$ cat src/design/pmc_pkg.sv
// package of offsets, fields, reset values and codes for the misc config registers
package pmc_pkg;
  // register offsets (word addresses on the management port)
  localparam logic [15:0] OFS_LINE_DRIVER   = 16'h0404;
  localparam logic [15:0] OFS_RX_GAIN       = 16'h040D;
  localparam logic [15:0] OFS_GENERAL       = 16'h0456;
  localparam logic [15:0] OFS_INDICATOR     = 16'h0460;
  localparam logic [15:0] OFS_IO_CONTROL    = 16'h0461;
  localparam logic [15:0] OFS_STRAP_STATUS  = 16'h0467;
  localparam logic [15:0] OFS_BASIC_STATUS  = 16'h0001;
  // reset values
  localparam logic [15:0] RST_LINE_DRIVER   = 16'h0080;
  localparam logic [15:0] RST_RX_GAIN       = 16'h0000;
  localparam logic [15:0] RST_GENERAL       = 16'h0008;
  localparam logic [15:0] RST_INDICATOR     = 16'h5665;
  localparam logic [15:0] RST_IO_CONTROL    = 16'h0010;
  localparam logic [15:0] RST_STRAP_STATUS  = 16'h0000;
  // field positions
  localparam int GAIN_LSB       = 0;
  localparam int GAIN_W         = 5;
  localparam int SHORT_GAP_BIT  = 3;
  localparam int FIRST_SRC_LSB  = 12;
  localparam int SECOND_SRC_LSB = 8;
  localparam int THIRD_SRC_LSB  = 4;
  localparam int SRC_W          = 4;
  localparam int SLEW_BIT       = 0;
  // gain levels in millivolts
  localparam int GAIN_BASE_MV   = 200;
  localparam int GAIN_STEP_MV   = 25;
  localparam int GAIN_MAX_MV    = 575;
  // inter-packet gap times and cycle counts at 20 MHz
  localparam int CLK_PERIOD_NS  = 50;
  localparam int GAP_SHORT_NS   = 120;
  localparam int GAP_LONG_NS    = 200;
  localparam logic [7:0] GAP_SHORT_CYC = 8'((GAP_SHORT_NS + CLK_PERIOD_NS - 1) / CLK_PERIOD_NS);
  localparam logic [7:0] GAP_LONG_CYC  = 8'((GAP_LONG_NS + CLK_PERIOD_NS - 1) / CLK_PERIOD_NS);
  // indicator source codes
  typedef enum logic [3:0] {
    SRC_LINK       = 4'h0,
    SRC_ACTIVITY   = 4'h1,
    SRC_TX_ACT     = 4'h2,
    SRC_RX_ACT     = 4'h3,
    SRC_COLLISION  = 4'h4,
    SRC_SPEED_100  = 4'h5,
    SRC_SPEED_10   = 4'h6,
    SRC_FULL_DUP   = 4'h7,
    SRC_LINK_BLINK = 4'h8,
    SRC_STRETCH    = 4'h9,
    SRC_LINK_100FD = 4'hA,
    SRC_LOW_POWER  = 4'hB,
    SRC_MII_ERROR  = 4'hC,
    SRC_LINK_LOST  = 4'hD,
    SRC_PRBS_ERROR = 4'hE,
    SRC_RESERVED   = 4'hF
  } pmc_src_type;
endpackage : pmc_pkg

$ cat src/design/pmc_misc_config_regs.sv
// misc configuration registers with indicator source selection
//
// Local design decision: the strobed register port.
`timescale 1ns/1ns
module pmc_misc_config_regs
  import pmc_pkg::*;
#(
  parameter int NUM_IND   = 3,   // indicator outputs
  parameter int BLINK_DIV = 20   // blink and stretch half period in cycles
) (
  // clock, reset, enable
  input  wire logic        core_clk_in,
  input  wire logic        reset_in,
  input  wire logic        clk_en_in,
  // management register port
  input  wire logic [15:0] addr_in,
  input  wire logic [15:0] wdata_in,
  input  wire logic        wr_in,
  input  wire logic        rd_in,
  output logic      [15:0] rdata_out,
  // status sources
  input  wire logic        link_up_in,
  input  wire logic        tx_act_in,
  input  wire logic        rx_act_in,
  input  wire logic        collision_in,
  input  wire logic        speed_100_in,
  input  wire logic        full_duplex_in,
  input  wire logic        low_power_in,
  input  wire logic        mii_error_in,
  input  wire logic        prbs_error_in,
  input  wire logic        prbs_clear_in,
  input  wire logic [10:0] strap_in,
  // settings to the rest of the PHY
  output logic [4:0]       tenbase_rx_gain_code_out,
  output logic [9:0]       tenbase_rx_gain_mv_out,
  output logic             short_gap_select_out,
  output logic [7:0]       gap_cycles_out,
  output logic             host_io_slew_select_out,
  output logic [15:0]      line_driver_prog_out,
  output logic [NUM_IND-1:0] indicator_out
);

  // only the three documented indicator fields exist
  initial begin
    if (NUM_IND != 3 || BLINK_DIV < 1 || BLINK_DIV > 65535) begin
      $error("pmc_misc_config_regs: unsupported parameters");
    end
  end

  // register state
  logic [15:0] line_driver_prog_reserved, next_line_driver_prog_reserved;
  logic [15:0] rx_tenbase_gain_ctrl,      next_rx_tenbase_gain_ctrl;
  logic [15:0] general_config,            next_general_config;
  logic [15:0] indicator_config,          next_indicator_config;
  logic [15:0] io_control,                next_io_control;
  logic [15:0] strap_latch_status,        next_strap_latch_status;
  logic        strap_taken,               next_strap_taken;
  logic [15:0] rdata,                     next_rdata;
  // indicator helpers
  logic [15:0] blink_cnt,                 next_blink_cnt;
  logic        blink_phase,               next_blink_phase;
  logic [15:0] stretch_cnt,               next_stretch_cnt;
  logic        link_prev,                 next_link_prev;
  logic        link_lost,                 next_link_lost;
  logic        prbs_seen,                 next_prbs_seen;
  logic [NUM_IND-1:0] ind,                next_ind;
  // derived settings
  logic [4:0]  gain_code;
  logic [9:0]  gain_mv;
  logic [7:0]  gap_cyc;

  // register write and read decode
  always_comb begin
    next_line_driver_prog_reserved = line_driver_prog_reserved;
    next_rx_tenbase_gain_ctrl      = rx_tenbase_gain_ctrl;
    next_general_config            = general_config;
    next_indicator_config          = indicator_config;
    next_io_control                = io_control;
    next_strap_latch_status        = strap_latch_status;
    next_strap_taken               = 1'b1;
    next_rdata                     = 16'h0000;
    // strap levels caught on the first enabled cycle after reset release
    if (!strap_taken) begin
      next_strap_latch_status = {5'h00, strap_in};
    end
    if (wr_in) begin
      case (addr_in)
        OFS_LINE_DRIVER: next_line_driver_prog_reserved = wdata_in;
        OFS_RX_GAIN:     next_rx_tenbase_gain_ctrl      = wdata_in;
        OFS_GENERAL:     next_general_config            = wdata_in;
        OFS_INDICATOR:   next_indicator_config          = wdata_in;
        OFS_IO_CONTROL:  next_io_control                = wdata_in;
        default:         next_rdata                     = 16'h0000;  // strap and others ignore
      endcase
    end
    if (rd_in) begin
      // full word back, reserved bits included
      case (addr_in)
        OFS_LINE_DRIVER:  next_rdata = line_driver_prog_reserved;
        OFS_RX_GAIN:      next_rdata = rx_tenbase_gain_ctrl;
        OFS_GENERAL:      next_rdata = general_config;
        OFS_INDICATOR:    next_rdata = indicator_config;
        OFS_IO_CONTROL:   next_rdata = io_control;
        OFS_STRAP_STATUS: next_rdata = strap_latch_status;
        default:          next_rdata = 16'h0000;  // unmapped reads as zero
      endcase
    end
  end

  // register file flops
  always_ff @(posedge core_clk_in or posedge reset_in) begin
    if (reset_in) begin
      line_driver_prog_reserved <= RST_LINE_DRIVER;
      rx_tenbase_gain_ctrl      <= RST_RX_GAIN;
      general_config            <= RST_GENERAL;
      indicator_config          <= RST_INDICATOR;
      io_control                <= RST_IO_CONTROL;
      strap_latch_status        <= RST_STRAP_STATUS;
      strap_taken               <= 1'b0;
      rdata                     <= 16'h0000;
    end else if (clk_en_in) begin
      line_driver_prog_reserved <= next_line_driver_prog_reserved;
      rx_tenbase_gain_ctrl      <= next_rx_tenbase_gain_ctrl;
      general_config            <= next_general_config;
      indicator_config          <= next_indicator_config;
      io_control                <= next_io_control;
      strap_latch_status        <= next_strap_latch_status;
      strap_taken               <= next_strap_taken;
      rdata                     <= next_rdata;
    end
  end

  // settings decoded from the registers
  always_comb begin
    gain_code = rx_tenbase_gain_ctrl[GAIN_LSB +: GAIN_W];
    // codes past the top level are clamped to the top level
    if (gain_code > 5'((GAIN_MAX_MV - GAIN_BASE_MV) / GAIN_STEP_MV)) begin
      gain_mv = 10'(GAIN_MAX_MV);
    end else begin
      gain_mv = 10'(GAIN_BASE_MV) + 10'(GAIN_STEP_MV) * 10'(gain_code);
    end
    // shorter gap only when the select bit is set
    gap_cyc = general_config[SHORT_GAP_BIT] ? GAP_SHORT_CYC : GAP_LONG_CYC;
  end

  // indicator sources, one selector per output
  always_comb begin
    next_blink_cnt   = blink_cnt;
    next_blink_phase = blink_phase;
    next_stretch_cnt = stretch_cnt;
    next_link_prev   = link_up_in;
    next_link_lost   = link_lost;
    next_prbs_seen   = prbs_seen;
    next_ind         = ind;
    // free-running blink timebase
    if (blink_cnt == 16'(BLINK_DIV - 1)) begin
      next_blink_cnt   = 16'h0000;
      next_blink_phase = !blink_phase;
    end else begin
      next_blink_cnt = blink_cnt + 16'h0001;
    end
    // activity pulses stretched so they stay visible
    if (tx_act_in || rx_act_in) begin
      next_stretch_cnt = 16'(BLINK_DIV);
    end else if (stretch_cnt != 16'h0000) begin
      next_stretch_cnt = stretch_cnt - 16'h0001;
    end
    // read of basic status clears the loss latch; a new loss wins
    if (rd_in && addr_in == OFS_BASIC_STATUS) begin
      next_link_lost = 1'b0;
    end
    if (link_prev && !link_up_in) begin
      next_link_lost = 1'b1;
    end
    // error counter clear releases the latch; a new error wins
    if (prbs_clear_in) begin
      next_prbs_seen = 1'b0;
    end
    if (prbs_error_in) begin
      next_prbs_seen = 1'b1;
    end
    for (int i = 0; i < NUM_IND; i++) begin
      case (indicator_config[FIRST_SRC_LSB - SRC_W * i +: SRC_W])
        SRC_LINK:       next_ind[i] = link_up_in;
        SRC_ACTIVITY:   next_ind[i] = tx_act_in || rx_act_in;
        SRC_TX_ACT:     next_ind[i] = tx_act_in;
        SRC_RX_ACT:     next_ind[i] = rx_act_in;
        SRC_COLLISION:  next_ind[i] = collision_in;
        SRC_SPEED_100:  next_ind[i] = speed_100_in;
        SRC_SPEED_10:   next_ind[i] = !speed_100_in;
        SRC_FULL_DUP:   next_ind[i] = full_duplex_in;
        SRC_LINK_BLINK: next_ind[i] = link_up_in &&
                                      !(stretch_cnt != 16'h0000 && blink_phase);
        SRC_STRETCH:    next_ind[i] = stretch_cnt != 16'h0000;
        SRC_LINK_100FD: next_ind[i] = link_up_in && speed_100_in && full_duplex_in;
        SRC_LOW_POWER:  next_ind[i] = low_power_in;
        SRC_MII_ERROR:  next_ind[i] = mii_error_in;
        SRC_LINK_LOST:  next_ind[i] = link_lost;
        SRC_PRBS_ERROR: next_ind[i] = prbs_seen;
        default:        next_ind[i] = 1'b0;  // reserved code keeps the output off
      endcase
    end
  end

  // indicator flops
  always_ff @(posedge core_clk_in or posedge reset_in) begin
    if (reset_in) begin
      blink_cnt   <= 16'h0000;
      blink_phase <= 1'b0;
      stretch_cnt <= 16'h0000;
      link_prev   <= 1'b0;
      link_lost   <= 1'b0;
      prbs_seen   <= 1'b0;
      ind         <= '0;
    end else if (clk_en_in) begin
      blink_cnt   <= next_blink_cnt;
      blink_phase <= next_blink_phase;
      stretch_cnt <= next_stretch_cnt;
      link_prev   <= next_link_prev;
      link_lost   <= next_link_lost;
      prbs_seen   <= next_prbs_seen;
      ind         <= next_ind;
    end
  end

  // registered copies of the settings so every output is a flop
  always_ff @(posedge core_clk_in or posedge reset_in) begin
    if (reset_in) begin
      tenbase_rx_gain_code_out <= RST_RX_GAIN[GAIN_LSB +: GAIN_W];
      tenbase_rx_gain_mv_out   <= 10'(GAIN_BASE_MV);
      short_gap_select_out     <= RST_GENERAL[SHORT_GAP_BIT];
      gap_cycles_out           <= GAP_SHORT_CYC;
      host_io_slew_select_out  <= RST_IO_CONTROL[SLEW_BIT];
      line_driver_prog_out     <= RST_LINE_DRIVER;
    end else if (clk_en_in) begin
      tenbase_rx_gain_code_out <= gain_code;
      tenbase_rx_gain_mv_out   <= gain_mv;
      short_gap_select_out     <= general_config[SHORT_GAP_BIT];
      gap_cycles_out           <= gap_cyc;
      host_io_slew_select_out  <= io_control[SLEW_BIT];
      line_driver_prog_out     <= line_driver_prog_reserved;
    end
  end

  assign rdata_out     = rdata;
  assign indicator_out = ind;

endmodule : pmc_misc_config_regs

$ cat config.mk
export PLATFORM = sky130hd
export DESIGN_NAME = pmc_misc_config_regs
export DESIGN_NICKNAME = d
export VERILOG_FILES = /design/src/design/pmc_pkg.sv /design/src/design/pmc_misc_config_regs.sv
export SDC_FILE = /design/constraint.sdc
export NUM_CORES = 1
export LEC_CHECK = 0
export ABC_AREA = 1
export BUFFER_PORTS_ARGS = -buffer_cell sky130_fd_sc_hd__buf_4
export CAP_MARGIN = 30
export CORE_MARGIN = 5
export CORE_UTILIZATION = 53
export DETAILED_ROUTE_END_ITERATION = 6
export GPL_TIMING_DRIVEN = 0
export PLACE_DENSITY = 0.88
export SETUP_SLACK_MARGIN = 0.5
export SLEW_MARGIN = 0
export SYNTH_ARGS = -nofsm -noshare
export SYNTH_HDL_FRONTEND = slang
export SYNTH_SLANG_ARGS = --single-unit
$ cat constraint.sdc
create_clock -name core_clk_in -period 4.75 [get_ports core_clk_in]
set_input_delay 0.2375 -clock core_clk_in [delete_from_list [all_inputs] [get_ports core_clk_in]]
set_output_delay 0.2375 -clock core_clk_in [all_outputs]
set_load 0.02 [all_outputs]
== Word-level counts from Yosys, hierarchy flattened ==
Index checks and enable logic that the tools add are counted.
Word-level totals
  bits in registers: 188
  latch bits: 0
  memory bits (writable): 0
  bits in read-only memories: 0
  output and inout port bits: 60
  word-level logic and storage cells: 119
  memories: 0
Cells by class
  add/sub/neg operators: 3
  multipliers: 1
  divide/modulo/power cells: 0
  magnitude comparators: 1
  equal/unequal tests: 50
  shift-type cells: 0
  muxes and demuxes: 14
  bitwise gates (word level): 1
  reduce and logical (&&, ||, !) cells: 28
Operator list (count)
  equality test 16 x 11 -> 1 bit (second input constant): 6
  one-hot mux 16 bit (6 select lines): 1
  equality test 4 bit (second input constant): 21
  two-way mux 16 bit: 4
  equality test 4 x 3 -> 1 bit (second input constant): 12
  one-hot mux 1 bit (15 select lines): 3
  equality test 4 x 2 -> 1 bit (second input constant): 6
  adder 16 x 1 -> 16 bit (second input constant): 1
  equality test 16 x 1 -> 1 bit (second input constant): 1
  equality test 16 x 5 -> 1 bit (second input constant): 1
  nonzero test 16 bit: 1
  subtractor 16 x 1 -> 16 bit (second input constant): 1
  AND reduction 3 bit: 5
  equality test 4 x 1 -> 1 bit (second input constant): 3
  zero test 4 bit: 3
  adder 8 x 10 -> 10 bit (first input constant): 1
  multiplier 5 x 5 -> 10 bit (first input constant): 1
  two-way mux 10 bit: 1
  AND reduction 2 bit: 5
  logical AND 1 bit: 6
  nonzero test 2 bit: 3
  > comparator 5 x 4 -> 1 bit (second input constant): 1
  zero test 1 bit: 4
  two-way mux 1 bit: 4
  3 further kinds: 3

== Longest topological paths before layout ==
  depth in word-level cells: 5
  depth in mapped cells: 14

== Worst setup path after synthesis ==
OpenSTA, ideal clock, no wires.
  kind: register to register
  from: reg rx_tenbase_gain_ctrl[0]
  to: reg tenbase_rx_gain_mv_out[9]
  data arrival time: 2.507 ns
  required time: 4.631 ns
  slack: 2.124 ns
  stages on the path, launching flop included: 13
  clock period less this slack: 2.626 ns
  cell sequence: dfrtp_1 -> ha_1 -> fa_1 -> inv_1 -> fa_1 -> inv_1 -> ha_1 -> fa_1 -> a21oi_1 -> o21bai_1 -> xnor2_1 -> o22ai_1 -> inv_1
On the way
  longest elaborated chain between the ends: 3
  elaborated cells between the ends (all ways): 4
  those cells by class: add/sub: 1; mul: 1; order compare: 1; mux: 1
Ends and longest elaborated chain
  from (decl): RTL line pmc_misc_config_regs.sv:52  | logic [15:0] rx_tenbase_gain_ctrl, next_rx_tenbase_gain_ctrl;
  from (signal assigned): RTL line pmc_misc_config_regs.sv:123  | rx_tenbase_gain_ctrl <= next_rx_tenbase_gain_ctrl;
  multiplier 5 x 5 -> 10 bit: RTL line pmc_misc_config_regs.sv:140  | gain_mv = 10'(GAIN_BASE_MV) + 10'(GAIN_STEP_MV) * 10'(gain_code);
  adder 8 x 10 -> 10 bit: RTL line pmc_misc_config_regs.sv:140
  two-way mux 10 bit *: RTL line pmc_misc_config_regs.sv:137  | if (gain_code > 5'((GAIN_MAX_MV - GAIN_BASE_MV) / GAIN_STEP_MV)) begin
  to (signal assigned): RTL line pmc_misc_config_regs.sv:230  | tenbase_rx_gain_mv_out <= 10'(GAIN_BASE_MV);
  to (signal assigned): RTL line pmc_misc_config_regs.sv:237  | tenbase_rx_gain_mv_out <= gain_mv;
  to (decl): RTL line pmc_misc_config_regs.sv:35  | output logic [9:0] tenbase_rx_gain_mv_out,
Mark *: on every way between the ends. The rest lies on a longest branch, timed or not.
A chain may end at the register's enable or synchronous reset.

== Worst setup path after layout ==
Ends and elaborated chain as after synthesis.

==> out/metrics.json <==
{
  "status": "finished clean",
  "grt_pass1_wl_um": 44500,
  "cts_max_path_buffers": 2,
  "commonest_non_fill_non_tap_cell_in_the_layout": "sky130_fd_sc_hd__nand2_1",
  "post_synth_main_area_contributors": "sky130_fd_sc_hd__dfrtp_1 (44%), sky130_fd_sc_hd__nand2_1 (13%), sky130_fd_sc_hd__nand3_1 (6.8%)",
  "dr.first_iter.drc_count": 895,
  "fillCellCount": 1366,
  "io_buffers": 111,
  "finalSetupTns_ns": 0,
  "starting_utilization_of_the_core_area": 0.541,
  "clk_lat_worst_skew_ns": 0.44,
  "area_growth_syn_to_layout_pct": 20.3,
  "width_of_the_die_um": 143,
  "synth_cell_types": 38,
  "yosysTopAreaCell": "sky130_fd_sc_hd__dfrtp_1",
  "grt_use_met3": 0.0656,
  "holdBufCountCts": 1,
  "crit_required_ns": 5.08,
  "yosys.area.top_type_share": 0.442,
  "part_of_the_cycle_the_worst_path_needs": 0.614,
  "layout_setup_ws_ns": 1.83,
  "pwr_density_cell_nw_per_um2": 325,
  "numPlacedInstances": 1532,
  "place.detailed.hpwl_um": 19500,
  "cts.repair_timing.setup_buffer_count": 0,
  "gp_routability_congestion": 0.944,
  "clk_root_buffer_cell": "sky130_fd_sc_hd__clkbuf_16",
  "synth_seq_cells": 181,
  "fin_skew_ns": 0.00858,
  "finalWorstPathRequiredPeriod_ns": 2.92,
  "lkg_pwr_uw": 0.00575,
  "worst_reg_to_reg_path_cell_count": 12,
  "worst-path-max-fanout": 6,
  "gr-usage-all-layers": 0.277,
  "preCtsSetupSlack_ns": 1.87,
  "global_route.usage.met1": 0.357,
  "final_core_util": 0.650,
  "grt.overflow.total": 0,
  "synthCells": 1187,
  "cts_tree": "done",
  "timing.critical_path.to_type": "flip-flop",
  "element_type_at_the_critical_path_start": "flip-flop",
  "drt_pre_antenna_iters": 5,
  "core_area_sq_um": 17300,
  "timing.fmax_mhz": 343,
  "htree_num_levels": 4,
  "yosys_warnings": 0,
  "final_cell_count_without_fillers": 1565,
  "max-slew-margin-rel": 0.476,
  "most-common-layout-cells": "sky130_fd_sc_hd__nand2_1 (323), sky130_fd_sc_hd__dfrtp_1 (165), sky130_fd_sc_hd__inv_1 (127), sky130_fd_sc_hd__nand3_1 (127), sky130_fd_sc_hd__buf_4 (125)",
  "netlist_area_sq_um": 9350,
  "drive_gt1_frac": 0.183,
  "dieArea_sq_um": 20400,
  "final_net_count": 1408,
  "clk_transition_reported_paths_ns": 0.07,
  "cts_made_buffers": 17,
  "drtAntennaViolNets": 0,
  "avgSynthCellArea_sq_um": 7.88,
  "top_level_pins": 118,
  "report.final.slew_viol_count": 0,
  "cap_viol_max_count": 0,
  "global_route.peak_usage_layer": "met2",
  "rsz0062_at_grt": "false",
  "min-delay-path-class": "primary input to flip-flop",
  "core.rowCount": 48,
  "grt_pass1_vias": 8791,
  "vias_per_cell": 5.64,
  "hold_viol_final": 0,
  "global_route.usage.met2": 0.451,
  "detail_route.wirelength_um": 27400,
  "seq_area_frac_synth": 0.487,
  "max-vdd-ir-drop_uv": 260,
  "cts_resized": 0,
  "post-route-drc-count": 0,
  "avgRoutedWirePerCell_um": 17.5,
  "grt_start_max_net_pins": 44,
  "timing_worst_slew_pin_value_ns": 0.786,
  "vias": 8829,
  "die_height_um": 143,
  "hold-path-cell-count": 2,
  "report.final.setup_viol": 0,
  "critical_path_arrival_ns": 3.25,
  "initial_antenna_violation_count": 0,
  "antenna_diode_count": 0,
  "critPathKind": "flip-flop to flip-flop",
  "cts.sinks": 181,
  "power.total_uw": 3650
}
## logic make-up (layout without fill, tap and decap cells)
| family | count (synthesis) | after routing | share of synthesized area |
|---|---|---|---|
| compound gates | 179 | 179 | 0.102 |
| xor+xnor | 15 | 15 | 0.0141 |
| fa+ha+maj | 23 | 23 | 0.0332 |
| buf+inv | 199 | 348 | 0.0909 |
| flops | 181 | 181 | 0.487 |
| mux | 11 | 11 | 0.0132 |
| other cells | 1 | 5 | 0.000401 |
| simple gates | 578 | 578 | 0.260 |
## cells in the mapped netlist
master / n
sky130_fd_sc_hd__inv_2: 15
sky130_fd_sc_hd__nand3b_1: 3
sky130_fd_sc_hd__nand3_1: 127
sky130_fd_sc_hd__o21bai_1: 3
sky130_fd_sc_hd__buf_6: 3
sky130_fd_sc_hd__dfrtp_1: 165
sky130_fd_sc_hd__nor3_1: 5
sky130_fd_sc_hd__or2_2: 3
sky130_fd_sc_hd__ha_1: 20
sky130_fd_sc_hd__clkbuf_1: 16
sky130_fd_sc_hd__o22ai_1: 9
sky130_fd_sc_hd__nor2_1: 94
sky130_fd_sc_hd__nand2_1: 323
sky130_fd_sc_hd__xor2_1: 8
sky130_fd_sc_hd__o21ai_1: 89
sky130_fd_sc_hd__nor2_2: 4
sky130_fd_sc_hd__xnor2_1: 7
sky130_fd_sc_hd__buf_1: 1
sky130_fd_sc_hd__buf_4: 14
sky130_fd_sc_hd__inv_1: 128
sky130_fd_sc_hd__nand4_1: 12
sky130_fd_sc_hd__nor2_4: 3
sky130_fd_sc_hd__o2111ai_1: 1
sky130_fd_sc_hd__o21ai_2: 2
sky130_fd_sc_hd__o21ai_0: 45
sky130_fd_sc_hd__fa_1: 3
sky130_fd_sc_hd__a21oi_1: 20
sky130_fd_sc_hd__buf_2: 22
sky130_fd_sc_hd__o41ai_1: 1
sky130_fd_sc_hd__a22o_1: 1
sky130_fd_sc_hd__conb_1: 1
sky130_fd_sc_hd__mux2_2: 11
sky130_fd_sc_hd__dfstp_2: 16
sky130_fd_sc_hd__a22oi_1: 1
sky130_fd_sc_hd__o211ai_1: 2
sky130_fd_sc_hd__o31ai_1: 4
sky130_fd_sc_hd__a41oi_1: 1
sky130_fd_sc_hd__nand2_2: 4
## area by class of cell
| class | count | area (sq um) | area share |
|---|---|---|---|
| well taps | 225 | 282 | 0.0250 |
| clock inverters | 14 | 221 | 0.0197 |
| clock buffers | 18 | 429 | 0.0382 |
| multi-input cells | 811 | 3970 | 0.353 |
| plain buffers | 56 | 313 | 0.0278 |
| flip-flops and latches | 181 | 4550 | 0.405 |
| repair buffers | 117 | 943 | 0.0839 |
| inverters | 143 | 541 | 0.0481 |
## worst max-delay path, cell delays in order (launching register included)
cell and delay (ns):
sky130_fd_sc_hd__dfrtp_1 0.47, sky130_fd_sc_hd__ha_1 0.34, sky130_fd_sc_hd__fa_1 0.17, sky130_fd_sc_hd__inv_1 0.06, sky130_fd_sc_hd__fa_1 0.50, sky130_fd_sc_hd__inv_1 0.04
sky130_fd_sc_hd__ha_1 0.22, sky130_fd_sc_hd__fa_1 0.41, sky130_fd_sc_hd__a21oi_1 0.17, sky130_fd_sc_hd__o21bai_1 0.09, sky130_fd_sc_hd__xnor2_1 0.14, sky130_fd_sc_hd__o22ai_1 0.13
sky130_fd_sc_hd__inv_1 0.07
## where the power goes
part           switching [uW]  leakage [uW]  internal (uW)
Combinational             266       0.00304            147
Sequential               59.8       0.00240           1600
Clock                     634      0.000313            942
Total                     959       0.00575           2690
## through the flow
stage | instance area [sq um] | hold slack [ns]
after detailed placement | 10600 | 0.173
after floorplan | 9370 | 0.378
after CTS | 11200 | 0.0244
after global routing | 11200 | 0.0258
after global placement | 10500 | 0.436
final | 11200 | 0.0274
## layer usage
layer  share of wire  vias up
met1            0.40     4195
met2            0.48      455
met3           0.087       86
li1                -     4093
met4           0.040        0
met5               0        -
## registers in the layout (all words and copies together) (netlist names), 2 cells and up
name and count:
strap_latch_status 11, tenbase_rx_gain_mv_out 10, blink_cnt 16, stretch_cnt 16, rdata_out 16, general_config 16, indicator_config 16, line_driver_prog_out 16
line_driver_prog_reserved 16, io_control 16, rx_tenbase_gain_ctrl 16, indicator_out 3, gap_cycles_out 2, tenbase_rx_gain_code_out 5
## final timing paths
path | from | end | slack (ns)
min | strap_in[5] | strap_latch_status[5] | 0.03
max reg2reg | rx_tenbase_gain_ctrl[0] | tenbase_rx_gain_mv_out[9] | 1.83
max in group asynchronous | reset_in | indicator_config[14] | 3.35
min reg2reg | strap_taken | strap_taken | 0.47
max | rx_tenbase_gain_ctrl[0] | tenbase_rx_gain_mv_out[9] | 1.83
min in group asynchronous | reset_in | line_driver_prog_reserved[5] | 0.27
(Power assumes the default switching activity.)
